<file path="src/inc/shr_pkg.sv">
/*
 * Shared constants for the half-rate request path of the SDRAM controller.
 * Assumes a single controller clock domain shared by controller and PHY end.
 */
package shr_pkg;

    // ------------------------------------------------------------------
    // Address and data widths
    // ------------------------------------------------------------------
    localparam int COL_W = 8;          // Local column width.
    localparam int COL_SHIFT = 2;      // Half-rate local-to-memory column shift.
    localparam int MCOL_W = COL_W + COL_SHIFT; // Memory column width.
    localparam int ROW_W = 13;         // Row width.
    localparam int BANK_W = 3;         // Bank width.
    localparam int SIZE_W = 2;         // Local transfer size width (1 or 2 beats).
    localparam int DW = 32;            // Local and PHY data width per clock.
    localparam int BE_W = DW / 8;      // Byte enables per word.

    // ------------------------------------------------------------------
    // Depths and latencies
    // ------------------------------------------------------------------
    localparam int CMDQ_DEPTH = 4;     // Command queue entries (power of two).
    localparam int ECC_LAT_DEF = 0;    // Read return delay: 0 without ECC, 1 or 3 with.
    localparam int RESYNC_STAGES = 2;  // PHY read resynchronisation stages.

    // ------------------------------------------------------------------
    // Issue state machine, Gray coded along idle -> command -> transfer
    // ------------------------------------------------------------------
    typedef enum logic [1:0] {
        SHR_IDLE = 2'h0,
        SHR_CMD = 2'h1,
        SHR_XFER = 2'h3
    } shr_state_t;

endpackage

</file>
<file path="src/inc/shr_afi_if.sv">
/*
 * Controller-to-PHY connection with one modport per end.
 * Assumes both ends share clk; no clocking block, the testbench samples directly.
 */
`timescale 1ns/1ps
interface shr_afi_if import shr_pkg::*; ();

    // ------------------------------------------------------------------
    // Command and address
    // ------------------------------------------------------------------
    logic cmd_valid;                   // One-cycle memory command strobe.
    logic cmd_wr;                      // High for write, low for read.
    logic [BANK_W-1:0] bank;           // Memory bank.
    logic [ROW_W-1:0] row;             // Memory row.
    logic [MCOL_W-1:0] col;            // Memory column (already shifted).

    // ------------------------------------------------------------------
    // Write path
    // ------------------------------------------------------------------
    logic [DW-1:0] wdata;              // Write data beat.
    logic [BE_W-1:0] dm;               // Write masks, high means byte masked.
    logic wdata_valid;                 // Data and masks valid.
    logic dqs_burst;                   // Strobe burst window.

    // ------------------------------------------------------------------
    // Read path
    // ------------------------------------------------------------------
    logic doing_rd;                    // One cycle per expected read word.
    logic [DW-1:0] rdata;              // Returned read data.
    logic rdata_valid;                 // Read data valid.

    modport ctrl (
        output cmd_valid, cmd_wr, bank, row, col, wdata, dm, wdata_valid, dqs_burst,
        output doing_rd,
        input rdata, rdata_valid
    );

    modport phy (
        input cmd_valid, cmd_wr, bank, row, col, wdata, dm, wdata_valid, dqs_burst,
        input doing_rd,
        output rdata, rdata_valid
    );

endinterface

</file>
<file path="src/rtl/shr_ctrl.sv">
/*
 * Controller end: local request acceptance, queueing, half-rate address
 * mapping, write split and merge, PHY command/data and read return.
 * Assumes the PHY end returns read words in order of issue.
 */
// Functional notes
// User starts read with request, size, address.
// Request with ready high is accepted.
// Held write stays stable until ready high.
// Ready drops when command queue full.
// Held read stays stable until ready high.
// Memory column is local column shifted two.
// Each accepted request issues memory command.
// Write-valid marks exactly driven data and masks.
// Strobe burst spans write data toggling.
// Doing-read high one cycle per read word.
// PHY captures while doing-read window open.
// PHY sends read command, captures data.
// PHY resyncs and returns data with valid.
// Read return delayed zero, one or three.
// PHY sends write command, data, strobe.
// Non-aligned write split into further burst.
// Size-two write: two accepted cycles.
// Sequential writes same row/bank merge.
// Reads return in acceptance order.
`timescale 1ns/1ps
module shr_ctrl import shr_pkg::*; #(
    parameter int DEPTH = CMDQ_DEPTH,
    parameter int ECC_LAT = ECC_LAT_DEF
) (
    // Clock and reset
    input wire logic clk,
    input wire logic rst,
    // Local request side
    input wire logic local_read_req,
    input wire logic local_write_req,
    input wire logic [SIZE_W-1:0] local_size,
    input wire logic [BANK_W-1:0] local_bank,
    input wire logic [ROW_W-1:0] local_row,
    input wire logic [COL_W-1:0] local_col,
    input wire logic [DW-1:0] local_wdata,
    input wire logic [BE_W-1:0] local_be,
    output logic local_ready,
    // Local read return
    output logic [DW-1:0] local_rdata,
    output logic local_rdata_valid,
    // PHY side
    shr_afi_if.ctrl afi
);

    localparam int PW = $clog2(DEPTH);

    // ------------------------------------------------------------------
    // Command queue storage
    // ------------------------------------------------------------------
    logic q_wr [DEPTH];                // Entry is a write beat.
    logic [BANK_W-1:0] q_bank [DEPTH]; // Bank of entry.
    logic [ROW_W-1:0] q_row [DEPTH];   // Row of entry.
    logic [COL_W-1:0] q_col [DEPTH];   // Local column of entry.
    logic [SIZE_W-1:0] q_size [DEPTH]; // Read size; writes hold one beat.
    logic [DW-1:0] q_data [DEPTH];     // Write data beat.
    logic [BE_W-1:0] q_be [DEPTH];     // Write byte enables.
    logic [PW-1:0] wr_ptr_reg;         // Next free entry.
    logic [PW-1:0] rd_ptr_reg;         // Oldest entry.
    logic [PW:0] count_reg;            // Entries held.
    logic [PW-1:0] rd1;                // Entry after the oldest.
    logic push;                        // Request accepted this cycle.
    logic pop1;                        // One entry leaves.
    logic pop2;                        // Two merged entries leave.
    logic merge;                       // Oldest two writes may merge.
    logic wbeat_reg;                   // Second beat of a size-two write pending.

    // ------------------------------------------------------------------
    // Issue state
    // ------------------------------------------------------------------
    shr_state_t st_reg;                // Issue state.
    logic [SIZE_W-1:0] beats_reg;      // Beats of the issued burst.
    logic [SIZE_W-1:0] beat_reg;       // Beats already sent.
    logic iss_wr_reg;                  // Issued burst is a write.
    logic [DW-1:0] d1_reg;             // Second write beat.
    logic [BE_W-1:0] be1_reg;          // Second beat enables.

    // Full queue refuses the request; the user holds it meanwhile.
    assign local_ready = (count_reg != DEPTH[PW:0]);
    assign push = (local_read_req || local_write_req) && local_ready;
    assign rd1 = rd_ptr_reg + 1'b1;

    // Merge only when the pair fits one aligned burst; an odd start column
    // is left alone so its neighbour becomes a further burst.
    assign merge = (count_reg >= 2) && q_wr[rd_ptr_reg] && q_wr[rd1]
        && (q_bank[rd1] == q_bank[rd_ptr_reg]) && (q_row[rd1] == q_row[rd_ptr_reg])
        && (q_col[rd1] == q_col[rd_ptr_reg] + 1'b1)
        && !q_col[rd_ptr_reg][0];
    assign pop1 = (st_reg == SHR_IDLE) && (count_reg != '0) && !merge;
    assign pop2 = (st_reg == SHR_IDLE) && merge;

    // Each accepted beat of a write is its own entry; the held address of
    // a size-two write is advanced by one for the second beat.
    always_ff @(posedge clk) begin
        if (push) begin
            q_wr[wr_ptr_reg] <= local_write_req;
            q_bank[wr_ptr_reg] <= local_bank;
            q_row[wr_ptr_reg] <= local_row;
            q_col[wr_ptr_reg] <= local_col + {{(COL_W-1){1'b0}}, wbeat_reg};
            q_size[wr_ptr_reg] <= local_write_req ? SIZE_W'(1) : local_size;
            q_data[wr_ptr_reg] <= local_wdata;
            q_be[wr_ptr_reg] <= local_be;
        end
    end

    // Tracks the first beat of a size-two write so it needs two accepts.
    always_ff @(posedge clk) begin
        if (rst) begin
            wbeat_reg <= 1'b0;
        end else if (push && local_write_req) begin
            wbeat_reg <= (local_size == SIZE_W'(2)) && !wbeat_reg;
        end
    end

    // Queue pointers and occupancy.
    always_ff @(posedge clk) begin
        if (rst) begin
            wr_ptr_reg <= '0;
            rd_ptr_reg <= '0;
            count_reg <= '0;
        end else begin
            if (push) begin
                wr_ptr_reg <= wr_ptr_reg + 1'b1;
            end
            rd_ptr_reg <= rd_ptr_reg + {{(PW-1){1'b0}}, pop1} + (pop2 ? PW'(2) : PW'(0));
            count_reg <= count_reg + {{PW{1'b0}}, push} - {{PW{1'b0}}, pop1}
                - (pop2 ? (PW+1)'(2) : (PW+1)'(0));
        end
    end

    // Issue sequence: command cycle, then one transfer cycle per beat.
    // Entries leave the queue in order, so reads return in order too.
    always_ff @(posedge clk) begin
        if (rst) begin
            st_reg <= SHR_IDLE;
            beats_reg <= '0;
            beat_reg <= '0;
            iss_wr_reg <= 1'b0;
            d1_reg <= '0;
            be1_reg <= '0;
            afi.cmd_valid <= 1'b0;
            afi.cmd_wr <= 1'b0;
            afi.bank <= '0;
            afi.row <= '0;
            afi.col <= '0;
            afi.wdata <= '0;
            afi.dm <= '0;
            afi.wdata_valid <= 1'b0;
            afi.dqs_burst <= 1'b0;
            afi.doing_rd <= 1'b0;
        end else begin
            unique case (st_reg)
                SHR_IDLE: begin
                    if (count_reg != '0) begin
                        st_reg <= SHR_CMD;
                        afi.cmd_valid <= 1'b1;
                        afi.cmd_wr <= q_wr[rd_ptr_reg];
                        afi.bank <= q_bank[rd_ptr_reg];
                        afi.row <= q_row[rd_ptr_reg];
                        afi.col <= {q_col[rd_ptr_reg], {COL_SHIFT{1'b0}}};
                        afi.dqs_burst <= q_wr[rd_ptr_reg];
                        iss_wr_reg <= q_wr[rd_ptr_reg];
                        beats_reg <= merge ? SIZE_W'(2) : q_size[rd_ptr_reg];
                        afi.wdata <= q_data[rd_ptr_reg];
                        afi.dm <= ~q_be[rd_ptr_reg];
                        d1_reg <= q_data[rd1];
                        be1_reg <= q_be[rd1];
                    end
                end
                SHR_CMD: begin
                    st_reg <= SHR_XFER;
                    afi.cmd_valid <= 1'b0;
                    afi.wdata_valid <= iss_wr_reg;
                    afi.doing_rd <= !iss_wr_reg;
                    beat_reg <= SIZE_W'(1);
                end
                SHR_XFER: begin
                    if (beat_reg == beats_reg) begin
                        st_reg <= SHR_IDLE;
                        afi.wdata_valid <= 1'b0;
                        afi.doing_rd <= 1'b0;
                        afi.dqs_burst <= 1'b0;
                    end else begin
                        beat_reg <= beat_reg + 1'b1;
                        afi.wdata <= d1_reg;
                        afi.dm <= ~be1_reg;
                    end
                end
                default: begin
                    st_reg <= SHR_IDLE;
                end
            endcase
        end
    end

    // ------------------------------------------------------------------
    // Read return with optional ECC latency
    // ------------------------------------------------------------------
    // Without ECC the return is a straight pass; this trades the
    // registered-output style for the zero-delay behaviour required.
    generate
        if (ECC_LAT == 0) begin : g_noecc
            assign local_rdata_valid = afi.rdata_valid;
            assign local_rdata = afi.rdata;
        end else begin : g_ecc
            logic v_pipe [ECC_LAT];    // Valid delay stages.
            logic [DW-1:0] d_pipe [ECC_LAT]; // Data delay stages.
            // Shift read words through the ECC delay.
            always_ff @(posedge clk) begin
                if (rst) begin
                    for (int i = 0; i < ECC_LAT; i++) begin
                        v_pipe[i] <= 1'b0;
                        d_pipe[i] <= '0;
                    end
                end else begin
                    v_pipe[0] <= afi.rdata_valid;
                    d_pipe[0] <= afi.rdata;
                    for (int i = 1; i < ECC_LAT; i++) begin
                        v_pipe[i] <= v_pipe[i-1];
                        d_pipe[i] <= d_pipe[i-1];
                    end
                end
            end
            assign local_rdata_valid = v_pipe[ECC_LAT-1];
            assign local_rdata = d_pipe[ECC_LAT-1];
        end
    endgenerate

endmodule // shr_ctrl

</file>
<file path="src/flat_wrapper.sv">
// flat-port wrapper written by rule: the top's interface ports become plain ports
module shr_ctrl_flat import shr_pkg::*;
#(
    parameter int DEPTH = CMDQ_DEPTH,
    parameter int ECC_LAT = ECC_LAT_DEF
)
  (clk, rst, local_read_req, local_write_req, local_size, local_bank, local_row, local_col, local_wdata, local_be, local_ready, local_rdata, local_rdata_valid, afi_cmd_valid, afi_cmd_wr, afi_bank, afi_row, afi_col, afi_wdata, afi_dm, afi_wdata_valid, afi_dqs_burst, afi_doing_rd, afi_rdata, afi_rdata_valid);
  shr_afi_if afi_i ();
  input wire logic clk;
  input wire logic rst;
  input wire logic local_read_req;
  input wire logic local_write_req;
  input wire logic [SIZE_W-1:0] local_size;
  input wire logic [BANK_W-1:0] local_bank;
  input wire logic [ROW_W-1:0] local_row;
  input wire logic [COL_W-1:0] local_col;
  input wire logic [DW-1:0] local_wdata;
  input wire logic [BE_W-1:0] local_be;
  output logic local_ready;
  output logic [DW-1:0] local_rdata;
  output logic local_rdata_valid;
  output wire logic [$bits(afi_i.cmd_valid)-1:0] afi_cmd_valid;
  output wire logic [$bits(afi_i.cmd_wr)-1:0] afi_cmd_wr;
  output wire logic [$bits(afi_i.bank)-1:0] afi_bank;
  output wire logic [$bits(afi_i.row)-1:0] afi_row;
  output wire logic [$bits(afi_i.col)-1:0] afi_col;
  output wire logic [$bits(afi_i.wdata)-1:0] afi_wdata;
  output wire logic [$bits(afi_i.dm)-1:0] afi_dm;
  output wire logic [$bits(afi_i.wdata_valid)-1:0] afi_wdata_valid;
  output wire logic [$bits(afi_i.dqs_burst)-1:0] afi_dqs_burst;
  output wire logic [$bits(afi_i.doing_rd)-1:0] afi_doing_rd;
  input wire logic [$bits(afi_i.rdata)-1:0] afi_rdata;
  input wire logic [$bits(afi_i.rdata_valid)-1:0] afi_rdata_valid;
  assign afi_cmd_valid = afi_i.cmd_valid;
  assign afi_cmd_wr = afi_i.cmd_wr;
  assign afi_bank = afi_i.bank;
  assign afi_row = afi_i.row;
  assign afi_col = afi_i.col;
  assign afi_wdata = afi_i.wdata;
  assign afi_dm = afi_i.dm;
  assign afi_wdata_valid = afi_i.wdata_valid;
  assign afi_dqs_burst = afi_i.dqs_burst;
  assign afi_doing_rd = afi_i.doing_rd;
  assign afi_i.rdata = afi_rdata;
  assign afi_i.rdata_valid = afi_rdata_valid;
  shr_ctrl #(.DEPTH(DEPTH), .ECC_LAT(ECC_LAT)) u_core (.clk(clk), .rst(rst), .local_read_req(local_read_req), .local_write_req(local_write_req), .local_size(local_size), .local_bank(local_bank), .local_row(local_row), .local_col(local_col), .local_wdata(local_wdata), .local_be(local_be), .local_ready(local_ready), .local_rdata(local_rdata), .local_rdata_valid(local_rdata_valid), .afi(afi_i));
endmodule
</file>
<file path="config.mk">
export PLATFORM = sky130hd
export DESIGN_NAME = shr_ctrl_flat
export DESIGN_NICKNAME = d
export VERILOG_FILES = /design/src/inc/shr_pkg.sv /design/src/inc/shr_afi_if.sv /design/src/rtl/shr_ctrl.sv /design/src/flat_wrapper.sv
export SDC_FILE = /design/constraint.sdc
export NUM_CORES = 1
export LEC_CHECK = 0
export BUFFER_PORTS_ARGS = -buffer_cell sky130_fd_sc_hd__clkbuf_2
export CAP_MARGIN = 20
export CORE_MARGIN = 4
export CORE_UTILIZATION = 60
export CTS_BUF_LIST = sky130_fd_sc_hd__clkbuf_8
export DETAILED_ROUTE_END_ITERATION = 10
export GPL_TIMING_DRIVEN = 0
export HOLD_SLACK_MARGIN = 0.1
export PLACE_DENSITY = 0.82
export SLEW_MARGIN = 25
export SYNTH_ARGS = -nofsm -noshare
export SYNTH_HDL_FRONTEND = slang
export SYNTH_SLANG_ARGS = --single-unit
</file>
<file path="constraint.sdc">
create_clock -name clk -period 9.2 [get_ports clk]
set_input_delay 0.46 -clock clk [delete_from_list [all_inputs] [get_ports clk]]
set_output_delay 0.46 -clock clk [all_outputs]
set_load 0.05 [all_outputs]
</file>
==> results.md <==
* Largest net degree at the start of global routing at 44
* Vias in the first global route at 11,690
* Synth Area in XOR/XNOR at 0.04192
* Max Root-Sink Buffers at 3
* Synth area leader: edfxtp_1
* Initial core utilization at 0.6081
* Drt wl/cell at 22.46 µm
* Largest reg by FF count: u_core.q_data
* Grt total ovfl at 0
* Die H at 172.8 µm
* Multi-input logic area at 5819 µm²
* Slowest stage cell on the critical path: dfxtp_1
* Worst path cell trace: buf_4, mux4_2, ha_1, xnor2_1, nand4_1, a2111o_1, or3_4, and2_1, ha_1, fa_1, inv_1, ha_1, xor2_1, xnor2_1, nor2_1
* Max reg flops at 128
* TritonCTS Buffers at 56
* CP required at 9.65 ns
* Final setup skew at 0.02810 ns
* Fmax at 223.0 MHz
* Total core area at 26,800 µm²
* Buf/Inv on CP at 2
* Post-Place Setup Slack at 4.830 ns
* Crit-path max cell delay at 0.54 ns
* Post-Synth Simple-Gate Area at 0.08875
* Via Count at 11,410
* # rows at 60
* Final Power at 6.501 mW
* Critical path's top delay family: adder cells
* CP endpoint kind: register
* TritonCTS Sinks at 367
* Mux contribution to synthesized area at 0.1548
* Largest regs: u_core.q_data x128, u_core.q_row x52
* Synth Register Bits at 367
* Synth async-reset ratio at 0
* Largest family of logic cells by synthesized area: multiplexers
* Setup TNS at 0 ns
* Crit share post-route at 0.4874
* Ports at 200
* Status: completed
* CP startpoint kind: register
* Synth Area in Adders at 0.009673
* Setup WS post-layout at 4.716 ns
* Fin. Hold Viols at 0
* Port Buf Inserts at 163
* Fin crit period at 4.485 ns
* Detail Placement HPWL at 27.48 mm
* Peak VDD IR at 0.0001807 V
* Die ar. at 29,870 µm²
* Critical path data arrival time at 4.94 ns
* Setup-failing EPs final at 0
* Power per cell area at 337.3 nW/µm²
* Synth area leaders: edfxtp_1 46%, mux4_2 15%, dfxtp_1 14%
* Gpl congestion at 0.9373
* FF/Latch Area at 9869 µm²
* RSZ-0062 raised after global routing: false
* Yosys cell types at 62
* WS Path Type: register to register
* Max-slew violations at 0
* Detail Route Antenna Nets at 0
* Vias per cell at 6.173
* Synth top area share at 0.4643
* Diode count at 0
* Synthesized area at 16,300 µm²
* GRT Total Usage at 0.2743
* DR pass1 iterations at 6
* Design area at 19,270 µm²
* Clk slew on worst S/H paths at 0.07 ns
* Detailed Route WL at 41.53 mm
* Crit path max fanout at 10
* Layout net count at 1,571
* Post-synth EDFFs at 252
* DP Area at 17,650 µm²
* LEAKAGE at 7.010 nW
* Clk_lat worst skew at 0.60 ns
* Rel. slew slack at 0.3839
* Synth warnings at 0
* # DRC at 0
* # fillers at 1,701
* DIE WIDTH at 172.8 µm
* Iteration-0 DRC Markers at 1,398
* First-pass GRT wire length at 64.65 mm
* HP Class: input port to register
* Max Cap Viol at 0
* Most frequent CP cell: ha_1
* Area added between synthesis and finish at 18.26%
* Layout cells sized above 1 at 0.2818
* Synth Area per Inst at 13.77 µm²
* Compound-gate portion of the synthesized area at 0.06088
* Worst Tran Pin Value at 0.9242 ns
* H-tree Lvls at 2
* Initial antenna violation count at 0
* Seq/Total Area, Yosys at 0.6056
* Mapped Cells at 1,184
* CTS tree: built
* Clock Root Buffer: clkbuf_8
* Primary FF master, synth: edfxtp_1
[per-layer routing]
metal  wire length (µm)  share of wire  global-route usage  vias to the layer above
met4               1193          0.029             0.09744                        0
met2              20560           0.49              0.4610                      707
li1                   -              -                   -                     4975
met1              15710           0.38              0.3610                     5622
met3               4065          0.098             0.05553                      109
met5                  0              0                   0                        -
[synth_stat cells, types with 2 or more instances]
cell and count:
a21oi_1 67, a221o_1 2, a221oi_1 3, a22oi_1 3, a311oi_1 33, a31oi_1 2, and2_1 6, and4_1 2
buf_1 11, buf_2 18, buf_4 36, clkbuf_1 36, dfxtp_1 115, edfxtp_1 252, ha_1 11, inv_1 19
mux2_2 2, mux2i_1 9, mux4_2 107, nand2_1 213, nand2b_1 4, nand3_1 8, nand4_1 11, nor2_1 63
nor2b_1 11, nor3_1 8, nor4_1 3, o2111ai_1 3, o211ai_1 3, o21ai_0 4, o221ai_1 4, o22ai_1 5
o311ai_0 2, or2_2 4, xnor2_1 60, xor2_1 18
[per-stage QoR]
step,hold slack [ns],instances,util
after floorplan,0.4357,1185,-
after global placement,0.4417,1689,0.6546
after detailed placement,0.4456,1693,0.6585
after CTS,0.1022,1849,0.7191
after global routing,0.1057,1849,0.7191
final,0.1209,1849,0.7191
[kinds of logic after synthesis]
family / count (synthesis)
DFF: 367
and+or+nand+nor: 340
AOI/OAI and AO/OA: 146
buffers and inverters: 122
muxes: 118
xor gates and xnor gates: 78
adders and majority gates: 12
other: 1
[final timing paths]
| kind | startpoint | to | slack, ns | depth (start not counted) |
|---|---|---|---|---|
| max | u_core.rd_ptr_reg[0]$_SDFF_PP0_ | u_core.count_reg[2]$_SDFF_PP0_ | 4.72 | 15 |
| min | local_row[8] | u_core.q_row[1][8]$_DFFE_PP_ | 0.12 | 1 |
| max reg2reg | u_core.rd_ptr_reg[0]$_SDFF_PP0_ | u_core.count_reg[2]$_SDFF_PP0_ | 4.72 | 15 |
| min reg2reg | u_core.afi.row[5]$_SDFFE_PP0P_ | u_core.afi.row[5]$_SDFFE_PP0P_ | 0.45 | 2 |
[cell usage in the layout (no fill, tap or decap), drive strengths merged, types with 4 or more instances in the layout]
cell type and n:
a311oi 33, edfxtp 252, a21oi 67, nor3 8, inv 41, clkinv 17, nand2b 5, dlygate4sd3 50
xor2 18, xnor2 60, or2 5, clkbuf 266, o221ai 4, and2 6, ha 11, nand4 11
dfxtp 115, mux2i 9, buf 70, nor2 63, mux4 107, nor2b 11, nand3 8, o21ai 5
nand2 213, o22ai 5
[layout make-up]
type                            count  area share
Sequential cell                   367      0.5121
Multi-Input combinational cell    696      0.3019
Timing Repair Buffer              217     0.07323
Clock buffer                       67     0.04784
Buffer                            102     0.02843
Tap cell                          341     0.02214
Clock inverter                     39     0.01045
Inverter                           20    0.003895
[power breakdown]
part	leakage (nW)	internal, mW	switching [mW]	total, mW
sequential	3.28	2.28	0.280	2.56
clock	0.660	0.692	0.632	1.32
combinational	3.07	0.913	1.70	2.61
total	7.01	3.89	2.61	6.50
[what timing repair did]
item,in CTS,in global routing
resized for setup,0,0
setup buffers,0,0
hold buffers,50,0
endpoints found under the hold margin,196,0
endpoints found under the setup margin,0,0
Note: power is estimated with default switching activity, not from simulation.
